===== src/tsc_pkg.sv =====
// Package with register map, field positions and reset values of the flag bank.
`default_nettype none
package tsc_pkg;
    localparam int          ADDR_W        = 4;
    localparam logic [3:0]  TMR_CTRL_ADDR = 4'h0;
    localparam logic [3:0]  SER_CTRL_ADDR = 4'h4;
    localparam logic [7:0]  TMR_CTRL_RST  = 8'h00;
    localparam logic [7:0]  SER_CTRL_RST  = 8'h00;
    localparam logic [31:0] UNMAPPED_READ = 32'h0000_0000;
    localparam int          WORD_LSB      = 2;
    // Timer and external interrupt control fields.
    localparam int TMR1_OVF_BIT  = 7;
    localparam int TMR1_RUN_BIT  = 6;
    localparam int TMR0_OVF_BIT  = 5;
    localparam int TMR0_RUN_BIT  = 4;
    localparam int EXT1_EDGE_BIT = 3;
    localparam int EXT1_TYPE_BIT = 2;
    localparam int EXT0_EDGE_BIT = 1;
    localparam int EXT0_TYPE_BIT = 0;
    // Serial port control fields.
    localparam int SER_MODE_HI_BIT  = 7;
    localparam int SER_MODE_LO_BIT  = 6;
    localparam int MULTIPROC_BIT    = 5;
    localparam int RX_ENABLE_BIT    = 4;
    localparam int TX_NINTH_BIT     = 3;
    localparam int RX_NINTH_BIT     = 2;
    localparam int TX_DONE_BIT      = 1;
    localparam int RX_DONE_BIT      = 0;
endpackage
`default_nettype wire


===== src/tsc_flags_top.sv =====
// Timer and serial control flag bank behind a classic Wishbone slave.
//
// How it works
// - Edge mode: falling pin edge sets flag.
// - Edge flag clears when interrupt processed.
// - Type bit: one edge, zero level.
// - Each received frame loads ninth-bit status.
// - Hardware sets transmit flag; software clears.
// - Hardware sets receive flag; software clears.
`timescale 1ns/1ps
`default_nettype none
module tsc_flags_top
    import tsc_pkg::*;
(
    // Clock, reset, enable
    input  wire logic              sys_clk,
    input  wire logic              rst_n,
    input  wire logic              clkEn,
    // Wishbone slave
    input  wire logic              wbCyc,
    input  wire logic              wbStb,
    input  wire logic              wbWe,
    input  wire logic [ADDR_W-1:0] wbAdr,
    input  wire logic [3:0]        wbSel,
    input  wire logic [31:0]       wbDatWr,
    output logic      [31:0]       wbDatRd,
    output logic                   wbAck,
    // External interrupt pins and processing strobes
    input  wire logic [1:0]        extIrqPin,
    input  wire logic [1:0]        extIrqAck,
    output logic      [1:0]        extIrqRequest,
    // Timer events
    input  wire logic [1:0]        timerRollover,
    input  wire logic [1:0]        timerIrqAck,
    output logic      [1:0]        timerRunBit,
    output logic      [1:0]        timerOverflowFlag,
    // Serial events and controls
    input  wire logic              txByteDone,
    input  wire logic              rxByteDone,
    input  wire logic              rxNinthData,
    output logic      [1:0]        serialMode,
    output logic                   multiprocFilterBit,
    output logic                   receiveEnable,
    output logic                   transmitNinthBit,
    output logic                   serialIrqRequest
);
    logic [7:0]  tmrCtrl_reg;
    logic [7:0]  tmrCtrl_next;
    logic [7:0]  serCtrl_reg;
    logic [7:0]  serCtrl_next;
    logic        ack_reg;
    logic        ack_next;
    logic [31:0] rdData_reg;
    logic [31:0] rdData_next;
    logic        wrTmr;
    logic        wrSer;
    logic [1:0]  edgeFlag;
    logic [7:0]  tmrView;
    logic [1:0]  typeBits;
    logic [1:0]  edgeData;

    assign wrTmr = wbCyc & wbStb & wbWe & ack_reg & wbSel[0]
                 & (wbAdr == TMR_CTRL_ADDR);
    assign wrSer = wbCyc & wbStb & wbWe & ack_reg & wbSel[0]
                 & (wbAdr == SER_CTRL_ADDR);

    assign typeBits = {tmrCtrl_reg[EXT1_TYPE_BIT], tmrCtrl_reg[EXT0_TYPE_BIT]};
    assign edgeData = {wbDatWr[EXT1_EDGE_BIT], wbDatWr[EXT0_EDGE_BIT]};

    genvar gi;
    generate
        for (gi = 0; gi < 2; gi++) begin : g_ext
            tsc_ext_irq_chan u_chan (
                .sysClk     (sys_clk),
                .rst_n      (rst_n),
                .clkEn      (clkEn),
                .irqPin     (extIrqPin[gi]),
                .typeEdge   (typeBits[gi]),
                .swWrite    (wrTmr),
                .swData     (edgeData[gi]),
                .irqAck     (extIrqAck[gi]),
                .edgeFlag   (edgeFlag[gi]),
                .irqRequest (extIrqRequest[gi])
            );
        end
    endgenerate

    always_comb begin
        tmrCtrl_next = tmrCtrl_reg;
        if (wrTmr) begin
            tmrCtrl_next = wbDatWr[7:0];
        end
        if (timerIrqAck[0]) begin
            tmrCtrl_next[TMR0_OVF_BIT] = 1'b0;
        end
        if (timerIrqAck[1]) begin
            tmrCtrl_next[TMR1_OVF_BIT] = 1'b0;
        end
        if (timerRollover[0] & tmrCtrl_reg[TMR0_RUN_BIT]) begin
            tmrCtrl_next[TMR0_OVF_BIT] = 1'b1;
        end
        if (timerRollover[1] & tmrCtrl_reg[TMR1_RUN_BIT]) begin
            tmrCtrl_next[TMR1_OVF_BIT] = 1'b1;
        end
        tmrCtrl_next[EXT0_EDGE_BIT] = 1'b0;
        tmrCtrl_next[EXT1_EDGE_BIT] = 1'b0;
    end

    always_comb begin
        serCtrl_next = serCtrl_reg;
        if (wrSer) begin
            serCtrl_next = wbDatWr[7:0];
        end
        if (rxByteDone) begin
            serCtrl_next[RX_NINTH_BIT] = rxNinthData;
        end
        if (txByteDone) begin
            serCtrl_next[TX_DONE_BIT] = 1'b1;
        end
        if (rxByteDone) begin
            serCtrl_next[RX_DONE_BIT] = 1'b1;
        end
    end

    always_comb begin
        tmrView                = tmrCtrl_reg;
        tmrView[EXT0_EDGE_BIT] = edgeFlag[0];
        tmrView[EXT1_EDGE_BIT] = edgeFlag[1];
        ack_next    = wbCyc & wbStb & ~ack_reg;
        rdData_next = rdData_reg;
        if (ack_next) begin
            case (wbAdr)
                TMR_CTRL_ADDR: rdData_next = {24'h00_0000, tmrView};
                SER_CTRL_ADDR: rdData_next = {24'h00_0000, serCtrl_reg};
                default:       rdData_next = UNMAPPED_READ;
            endcase
        end
    end

    always_ff @(posedge sys_clk or negedge rst_n) begin
        if (!rst_n) begin
            tmrCtrl_reg <= TMR_CTRL_RST;
            serCtrl_reg <= SER_CTRL_RST;
            ack_reg     <= 1'b0;
            rdData_reg  <= UNMAPPED_READ;
        end else if (clkEn) begin
            tmrCtrl_reg <= tmrCtrl_next;
            serCtrl_reg <= serCtrl_next;
            ack_reg     <= ack_next;
            rdData_reg  <= rdData_next;
        end
    end

    assign wbAck   = ack_reg;
    assign wbDatRd = rdData_reg;
    assign timerRunBit        = {tmrCtrl_reg[TMR1_RUN_BIT], tmrCtrl_reg[TMR0_RUN_BIT]};
    assign timerOverflowFlag  = {tmrCtrl_reg[TMR1_OVF_BIT], tmrCtrl_reg[TMR0_OVF_BIT]};
    assign serialMode         = {serCtrl_reg[SER_MODE_HI_BIT], serCtrl_reg[SER_MODE_LO_BIT]};
    assign multiprocFilterBit = serCtrl_reg[MULTIPROC_BIT];
    assign receiveEnable      = serCtrl_reg[RX_ENABLE_BIT];
    assign transmitNinthBit   = serCtrl_reg[TX_NINTH_BIT];
    assign serialIrqRequest   = serCtrl_reg[TX_DONE_BIT] | serCtrl_reg[RX_DONE_BIT];
endmodule // tsc_flags_top
`default_nettype wire


===== src/tsc_ext_irq_chan.sv =====
// One external interrupt input channel with edge flag and trigger type.
`timescale 1ns/1ps
`default_nettype none
module tsc_ext_irq_chan (
    // Clock and reset
    input  wire logic sysClk,
    input  wire logic rst_n,
    input  wire logic clkEn,
    // Pin and control
    input  wire logic irqPin,
    input  wire logic typeEdge,
    input  wire logic swWrite,
    input  wire logic swData,
    input  wire logic irqAck,
    // Results
    output logic      edgeFlag,
    output logic      irqRequest
);
    logic pinPrev_reg;
    logic pinPrev_next;
    logic flag_reg;
    logic flag_next;
    logic fallEdge;

    always_comb begin
        pinPrev_next = irqPin;
        fallEdge     = typeEdge & pinPrev_reg & ~irqPin;
        flag_next    = flag_reg;
        if (swWrite) begin
            flag_next = swData;
        end
        if (irqAck) begin
            flag_next = 1'b0;
        end
        if (fallEdge) begin
            flag_next = 1'b1;
        end
    end

    always_ff @(posedge sysClk or negedge rst_n) begin
        if (!rst_n) begin
            pinPrev_reg <= 1'b1;
            flag_reg    <= 1'b0;
        end else if (clkEn) begin
            pinPrev_reg <= pinPrev_next;
            flag_reg    <= flag_next;
        end
    end

    assign edgeFlag   = flag_reg;
    assign irqRequest = typeEdge ? flag_reg : ~irqPin;
endmodule // tsc_ext_irq_chan
`default_nettype wire


===== config.mk =====
export PLATFORM = sky130hd
export DESIGN_NAME = tsc_flags_top
export DESIGN_NICKNAME = d
export VERILOG_FILES = /design/src/tsc_pkg.sv /design/src/tsc_flags_top.sv /design/src/tsc_ext_irq_chan.sv
export SDC_FILE = /design/constraint.sdc
export NUM_CORES = 1
export LEC_CHECK = 0
export BUFFER_PORTS_ARGS = -buffer_cell sky130_fd_sc_hd__buf_2
export CAP_MARGIN = 20
export CORE_MARGIN = 2
export CORE_UTILIZATION = 40
export DETAILED_ROUTE_END_ITERATION = 8
export PLACE_DENSITY = 0.75
export SYNTH_ARGS = -nofsm -noshare
export SYNTH_HDL_FRONTEND = slang
export SYNTH_SLANG_ARGS = --single-unit

===== constraint.sdc =====
create_clock -name sys_clk -period 2.7 [get_ports sys_clk]
set_input_delay 0.27 -clock sys_clk [delete_from_list [all_inputs] [get_ports sys_clk]]
set_output_delay 0.27 -clock sys_clk [all_outputs]
set_load 0.02 [all_outputs]

==> flow_summary.yaml, run 1 <==
route:
  vias_per_cell: 4.570
  drt_pass1_iterations: 4
  ant_nets: 0
  num_vias: 1074
  drc: 0
  initialDrtViolationCount: 60
  drt-total-wl_um: 2916
  wl_per_cell_um: 12.41
cells_and_area:
  utilization_pct: 47.36
  antennaDiodeCount: 0
  layout-drive-gt1-share_pct: 40.11
  area_growth_pct: 15.38
  most-common-layout-cells: "50 x buf_2, 25 x dfrtp_1, 24 x conb_1"
  nets: 245
  layout_commonest_cell: "buf_2"
clock_tree:
  cts.sinks: 27
  htreeDepth: 1
  ctsResizeCount: 0
  tritoncts: "yes"
  root_buffer: "clkbuf_8"
  clk_latency_ns: 0.26
  holdBufCountCts: 0
  clkTransAtPathRegs_ns: 0.08
  cts_buffer_depth: 2
  post_cts_buffers: 0
  numCtsBuffers: 3
synthesis:
  ys_seq_area_share_pct: 45.82
  synth_cells: 139
  synth.cell_area_um2: 1480
  yosys_warnings: 0
  postSynthAreaPerCell_um2: 10.65
  ys_types: 23
  synth-seq-cells: 27
worst_setup_path:
  cp.arrival_ns: 1.77
  worstPathMaxFanout: 9
  path_class: "in -> reg"
  crit_path_end_kind: "flip-flop"
  cp_data_required_time_ns: 2.86
  r2r_slack_ns: 1.11
  worst_setup_path_start_kind: "input pin"
placement:
  hpwl_um: 2187
  place.gp.congestion: 0.7086
  portBuffers: 50
grt:
  overflow: 0
  grt_pass1_vias: 971
  grt_max_degree: 28
  grt_pass1_wl_um: 4719
  grt_antenna_before_repair: 0
  grtUsageTotal_pct: 14.70
sta:
  finalCriticalPeriod_ns: 1.616
  finalCritPeriodShare_pct: 59.84
  hold_violations: 2
  tns_ns: 0
  rsz0062_at_grt: "false"
  worst_pin_slew_ns: 0.5932
  finalSetupViolCount: 0
  clock.fmax_ghz: 0.6189
  slew_headroom_pct: 60.45
  holdWs_ns: -0.0005698
  final_max_slew_viol_count: 0
  fin_skew_ns: 0.001823
power:
  cellLeakagePower_nw: 0.9031
  power_density_nw_per_um2: 453.6
  peakVddDrop_uv: 364.8
run_status:
  failed_checks: "hold timing"
  outcome: "finished, violations left"
floorplanning:
  die_height_um: 64.83
  fp-row-count: 22
  coreArea_um2: 3606
  die_w_um: 64.83
  io_pins: 102
  dieArea_um2: 4203
  initial_core_util_pct: 41.05
job:
  cap_violations: 0
min_path:
  hp-class: "in -> async"
-- critical path, stage by stage --
cell and delay [ns]:
buf_2 0.13, nor4b_4 0.26, buf_4 0.21, and3_1 0.50
mux2_2 0.39
-- final cells by class --
type / instances / area [um2]
Clock buffer: 4 / 45.04
Fill cell: 374 / 1898
Multi-Input combinational cell: 97 / 633.1
Sequential cell: 27 / 678.2
Timing Repair Buffer: 52 / 265.3
Inverter: 7 / 26.28
Tap cell: 48 / 60.06
-- synthesized netlist by cell type --
cell type  number  share of area, %
dfrtp_1        25                42
a21oi_2         1              0.59
buf_4          28                14
o21ai_0        11               3.7
or2_2           1              0.42
nand3_2         1              0.68
nand2_1        17               4.3
mux2_2         12               9.1
clkbuf_1        2              0.51
a22oi_1         8               4.1
buf_6           1              0.76
o311ai_0        2               1.2
nor4b_4         1               1.6
inv_1           7               1.8
mux2_4          1               1.0
and3b_1         2               1.2
a21oi_1         2              0.68
dfstp_2         2               3.6
and3_1          3               1.3
nor4_4          1               1.4
nand3_1         4               1.4
mux2i_1         6               4.1
conb_1          1              0.25
-- per-stage QoR --
step	cell area [um2]	setup slack [ns]	hold slack (ns)	power, mW	std cells
6_report	1708	1.084	-0.0005698	0.7746	235
5_1_grt	1708	0.9917	0.04530	0.8212	235
4_1_cts	1708	1.077	0.02225	0.7843	235
3_5_place_dp	1663	0.7926	0.3137	0.5657	231
3_3_place_gp	1663	0.7952	0.3116	0.5629	231
2_1_floorplan	1567	1.225	-0.02559	0.5417	162
-- worst paths after layout --
kind,from,to,cells after the start
max,wbAdr[3],serCtrl_reg[7],5
min,rst_n,g_ext[1].u_chan.edgeFlag,1
max reg2reg,wbAck,serCtrl_reg[7],3
min reg2reg,wbDatRd[7],wbDatRd[7],2
max in group asynchronous,rst_n,wbDatRd[5],1
min in group sys_clk,txByteDone,serCtrl_reg[1],3
-- cell families (layout without fill, tap and decap cells) --
kind of cell / count (synthesis) / after routing / synth area share, %
compound gates: 24 / 24 / 10.23
buf+inv: 38 / 63 / 17.24
other cells: 1 / 24 / 0.2533
flops: 27 / 27 / 45.82
mux: 19 / 19 / 14.20
simple gates: 30 / 30 / 12.26
-- per-layer routing --
metal	wire [um]	part of all wire (%)	track usage, %	up-vias
met5	0	0	0	-
li1	-	-	-	523
met3	176	6.0	3.819	0
met1	1274	44	18.22	512
met4	0	0	2.660	0
met2	1465	50	25.90	39
-- power breakdown --
part	switching, mW	leakage, nW	internal [mW]
clock network	0.113	0.0228	0.105
logic	0.0830	0.527	0.0415
registers	0.00946	0.354	0.423
No activity file was read; power rests on OpenSTA's default activity.
==> run 2: changes to the inputs <==
- ABC_AREA: not set -> 1
- PLACE_DENSITY: 0.75 -> 0.72
- clock period: 2.7 -> 1.5 ns (I/O delays scaled with it)
==> flow_summary.yaml, run 2 <==
grt:
  grt_max_degree: 28
  overflow: 0
  grt_pass1_wl_um: 5092
  grt_util_met2_pct: 27.31
  grt_util_met3_pct: 1.974
  grt_antenna_before_repair: 0
  grt_pass1_vias: 1202
  met1_usage_pct: 17.40
  grt_busiest_layer: "met2"
  grtUsageTotal_pct: 14.85
cells_and_area:
  fillerInstances: 417
  layout_commonest_cell: "nand2_1"
  layout-drive-gt1-share_pct: 30.45
  area_growth_pct: 15.56
  nets: 324
  finalInstanceArea_um2: 1914
  most-common-layout-cells: "79 x nand2_1, 50 x buf_2, 25 x dfrtp_1"
  layoutNonFillerInstCount: 316
  antennaDiodeCount: 0
  utilization_pct: 47.86
power:
  peakVddDrop_uv: 335.0
  cellLeakagePower_nw: 1.120
  p_total_mw: 1.443
  power_density_nw_per_um2: 753.7
clock_tree:
  cts.sinks: 27
  clk_latency_ns: 0.28
  cts_buffer_depth: 2
  ctsResizeCount: 0
  clkTransAtPathRegs_ns: 0.09
  root_buffer: "clkbuf_8"
  numCtsBuffers: 3
  htreeDepth: 1
  tritoncts: "yes"
synthesis:
  yosys_warnings: 0
  synthMostInstantiatedCell: "nand2_1"
  synth_top_cell_by_area: "dfrtp_1"
  ys_types: 20
  yosys-top-cells-area: "dfrtp_1 38%, nand2_1 18%, buf_4 13%, nand3_1 6.9%, o21ai_2 4.2%"
  synth_top_area_share_pct: 37.76
  ys_top_cells_by_count: "79 x nand2_1, 28 x buf_4, 25 x dfrtp_1"
  synthArstFlopShare_pct: 100.0
  postSynthAreaPerCell_um2: 7.741
  synth.cell_area_um2: 1657
  synth-seq-cells: 27
  synth-edff-count: 0
  yosys_most_used_dff: "dfrtp_1"
  synth_cells: 214
  ys_seq_area_share_pct: 40.94
worst_setup_path:
  crit_path_end_kind: "output port"
  worst_setup_path_start_kind: "flip-flop"
  path_class: "reg -> out"
  cp.arrival_ns: 1.14
  worstPathMaxFanout: 3
  cp_data_required_time_ns: 1.35
floorplanning:
  dieArea_um2: 4672
  die_w_um: 68.36
  coreArea_um2: 4000
  fp-row-count: 23
  die_height_um: 68.36
  initial_core_util_pct: 41.41
  io_pins: 102
min_path:
  hp-class: "in -> reg"
route:
  ant_nets: 0
  drc: 0
  vias_per_cell: 4.440
  drt_pass1_iterations: 4
  wl_per_cell_um: 10.56
  num_vias: 1403
  drt-total-wl_um: 3338
  initialDrtViolationCount: 42
sta:
  tns_ns: 0
  finalCriticalPeriod_ns: 1.287
  worst_pin_slew_ns: 0.5970
  hold_violations: 0
  rsz0062_at_grt: "false"
  slew_headroom_pct: 60.20
  clock.fmax_ghz: 0.7770
  fin_skew_ns: 0.006508
  finalSetupViolCount: 0
  finalCritPeriodShare_pct: 85.80
  final_max_slew_viol_count: 0
placement:
  hpwl_um: 2639
  place.gp.congestion: 0.7635
  placed_cells: 311
  portBuffers: 50
  placed_area_um2: 1856
run_status:
  outcome: "finished clean"
job:
  cap_violations: 0
## run 2: routing by layer
layer / wire [um] / part of all wire [%]
met3: 171 / 5.1
met2: 1699 / 51
met1: 1411 / 42
met4: 56 / 1.7
met5: 0 / 0
## run 2: cell type report
class                   instances  area (um2)  share of cell area [%]
clock buffers                   3       41.29                   2.157
clock inverters                 1       7.507                  0.3922
inverters                      19       71.32                   3.725
well taps                      50       62.56                   3.268
repair buffers                 56       297.8                   15.56
flip-flops and latches         27       678.2                   35.42
multi-input cells             160       755.7                   39.48
## run 2: worst paths after layout
kind                                             start  depth (start not counted)  slack [ns]                          end
max reg2reg                                      wbAck                          5        0.26               tmrCtrl_reg[2]
min                                       extIrqPin[0]                          3        0.08  g_ext[0].u_chan.pinPrev_reg
min reg2reg                g_ext[0].u_chan.pinPrev_reg                          2        0.47  g_ext[0].u_chan.pinPrev_reg
max in group asynchronous                        rst_n                          2        0.70     g_ext[0].u_chan.edgeFlag
max                                     serCtrl_reg[1]                          2        0.21             serialIrqRequest
min in group asynchronous                        rst_n                          2        0.40               serCtrl_reg[0]
## run 2: repair_timing
| action | in CTS | in global routing |
|---|---|---|
| endpoints found under the hold margin | 25 | 0 |
| hold buffers | 1 | 0 |
| buffers inserted | 0 | 0 |
## run 2: cells by family after synthesis
family	count (synthesis)	synth area share, %
buffers and inverters	50	18.65
AO/OA/AOI/OAI	18	7.251
flip-flops	27	40.94
AND/OR/NAND/NOR	118	32.93
other	1	0.2264
## run 2: where the power goes
group / internal, mW / leakage, nW / switching, mW
registers: 0.757 / 0.355 / 0.0176
logic: 0.0743 / 0.743 / 0.173
clock network: 0.189 / 0.0217 / 0.232
total: 1.02 / 1.12 / 0.423
## run 2: through the flow
step / setup slack, ns / hold slack [ns]
2_1_floorplan: 0.2304 / -0.1456
3_3_place_gp: 0.2619 / 0.1884
3_5_place_dp: 0.2499 / 0.1899
4_1_cts: 0.2054 / 0.07484
5_1_grt: 0.1100 / 0.09972
6_report: 0.2130 / 0.08273
## run 2: critical path, cell delays in order, from the launching register on
cell     delay [ns]
dfrtp_1        0.40
or2_2          0.30
buf_2          0.16
==> run 3: changes to the inputs <==
--- a/config.mk
+++ b/config.mk
@@ -8,2 +8,3 @@
 export ABC_AREA = 1
+export ABC_CLOCK_PERIOD_IN_PS = 1100
 export BUFFER_PORTS_ARGS = -buffer_cell sky130_fd_sc_hd__buf_2
@@ -11,5 +12,5 @@
 export CORE_MARGIN = 2
-export CORE_UTILIZATION = 40
+export CORE_UTILIZATION = 39
 export DETAILED_ROUTE_END_ITERATION = 8
-export PLACE_DENSITY = 0.72
+export PLACE_DENSITY = 0.74
 export SYNTH_ARGS = -nofsm -noshare
==> constraint.sdc (replaced) <==
create_clock -name sys_clk -period 1.1 [get_ports sys_clk]
set_input_delay 0.11 -clock sys_clk [delete_from_list [all_inputs] [get_ports sys_clk]]
set_output_delay 0.11 -clock sys_clk [all_outputs]
set_load 0.1 [all_outputs]
==> flow_summary.yaml, run 3 (synthesis results as in run 2) <==
run_status:
  outcome: "finished, violations left"
  failed_checks: "setup timing"
cells_and_area:
  layout_commonest_cell: "nand2_1"
  utilization_pct: 63.98
  layout-drive-gt1-share_pct: 50.35
  most-common-layout-cells: "54 x nand2_1, 29 x buf_2, 25 x nand2_2"
  finalInstanceArea_um2: 2596
  fillerInstances: 317
  area_growth_pct: 56.72
  antennaDiodeCount: 0
  nets: 340
worst_setup_path:
  cp_slowest_cell: "dfrtp_1"
  worstPathMaxFanout: 3
  crit_chain: "o21ai_1, buf_4, buf_12"
  cp_data_required_time_ns: 0.99
  max_stage_delay_ns: 0.42
  cp.arrival_ns: 1.12
  worst_setup_path_start_kind: "flip-flop"
  crit_path_end_kind: "output port"
  worstPathBufferInverterCount: 2
  crit_family: "flip-flops"
  path_class: "reg -> out"
clock_tree:
  tritoncts: "yes"
  cts.sinks: 27
  clkTransAtPathRegs_ns: 0.09
  clk_latency_ns: 0.29
  htreeDepth: 1
  numCtsBuffers: 3
  cts_buffer_depth: 2
  root_buffer: "clkbuf_8"
placement:
  place_ws_ns: -0.1268
  portBuffers: 50
  place.gp.congestion: 0.8104
  placed_area_um2: 2240
  hpwl_um: 2885
job:
  cap_violations: 0
grt:
  grt_max_degree: 18
  overflow: 0
  grt_pass1_wl_um: 7072
  grtUsageTotal_pct: 18.62
  grt_pass1_vias: 1543
  grt_antenna_before_repair: 0
route:
  initialDrtViolationCount: 39
  top_layer_used: "met4"
  wl_per_cell_um: 13.60
  num_vias: 1581
  drt-total-wl_um: 4516
  ant_nets: 0
  wl_met3_um: 264
  drc: 0
  wl_met1_um: 1673
  vias_per_cell: 4.762
  drt_pass1_iterations: 4
  route.met2.wl_um: 2464
power:
  switchingPower_mw: 1.059
  power.internal_mw: 1.497
  p_seq_share_pct: 41.9
  p_clk_share_pct: 23.2
  cellLeakagePower_nw: 1.312
  power_density_nw_per_um2: 984.6
  swShare_pct: 41.43
  combinationalPowerShare_pct: 34.9
  p_total_mw: 2.556
  peakVddDrop_uv: 394.6
floorplanning:
  fp-row-count: 23
  initial_core_util_pct: 40.83
  die_height_um: 69.18
  coreArea_um2: 4058
  dieArea_um2: 4785
  die_w_um: 69.18
  io_pins: 102
sta:
  final.setup.worst_slack_ns: -0.1258
  clock.fmax_ghz: 0.8158
  finalCritPeriodShare_pct: 111.4
  rsz0062_at_grt: "true"
  finalSetupViolCount: 26
  fin_skew_ns: 0.01062
  hold_violations: 0
  final_max_slew_viol_count: 0
  finalCriticalPeriod_ns: 1.226
min_path:
  hp-class: "in -> reg"
## run 3: changes by cell type in the layout (fill, tap and decap cells not counted), sizes merged
cell,delta
buf,+13
clkinv,+1
inv,-1
nand2,+1
nand3,+1
nand4,+1
## run 3: worst paths after layout
path | from | endpoint | slack [ns] | depth (start not counted)
hold / removal | extIrqPin[0] | g_ext[0].u_chan.pinPrev_reg | 0.06 | 3
setup reg to reg | wbAck | serCtrl_reg[2] | -0.12 | 8
setup / recovery | tmrCtrl_reg[2] | extIrqRequest[1] | -0.13 | 3
min in group asynchronous | rst_n | wbDatRd[2] | 0.23 | 2
hold reg to reg | g_ext[0].u_chan.pinPrev_reg | g_ext[0].u_chan.pinPrev_reg | 0.48 | 2
max in group asynchronous | rst_n | g_ext[1].u_chan.pinPrev_reg | 0.40 | 3
## run 3: cell type report
cell class | count | area, um2 | area share (%)
clock buffer | 3 | 41.29 | 1.590
clock inverter | 1 | 7.507 | 0.2892
inverter | 19 | 81.33 | 3.133
multi-input combinational | 163 | 958.4 | 36.92
sequential | 27 | 690.7 | 26.60
tap | 50 | 62.56 | 2.410
timing repair buffer | 69 | 754.5 | 29.06
## run 3: worst register-to-register path, stage by stage, from the launching register on
cell and delay (ns):
dfrtp_4 0.51, nand3_4 0.10, nor2_4 0.04, buf_12 0.14, buf_8 0.14, nand2_4 0.05, nand2_2 0.04, nand3_2 0.05
nand2_1 0.05
## run 3: power groups by stage
| stage | combinational [mW] | clock, mW | sequential [mW] |
|---|---|---|---|
| after floorplan | 0.575 | 0 | 1.17 |
| after global placement | 0.813 | 0 | 1.09 |
| after detailed placement | 0.818 | 0 | 1.09 |
| after CTS | 0.853 | 0.593 | 1.07 |
| after global routing | 0.931 | 0.648 | 1.07 |
| final | 0.892 | 0.594 | 1.07 |
## run 3: layer usage
layer / vias up / global-route usage (%)
met5: - / 0
met4: 0 / 10.02
met1: 735 / 20.91
li1: 761 / -
met3: 13 / 3.924
met2: 72 / 32.80
## run 3: metrics by stage
stage | hold slack, ns | TNS, ns | cells
after floorplan | -0.1856 | -5.805 | 237
after global placement | 0.002798 | -1.171 | 316
after detailed placement | 0.006858 | -1.717 | 316
after CTS | 0.05747 | -1.114 | 329
after global routing | 0.06519 | -2.646 | 332
final | 0.06489 | -1.381 | 332
## run 3: what timing repair did
| item | in CTS | in global routing |
|---|---|---|
| setup buffers | 5 | 4 |
| hold buffers | 1 | 0 |
| setup endpoints to repair | 27 | 27 |
| resized for setup | 20 | 37 |
| gates cloned | 3 | 0 |
| pin swaps | 6 | 17 |
| hold endpoints to repair | 26 | 0 |
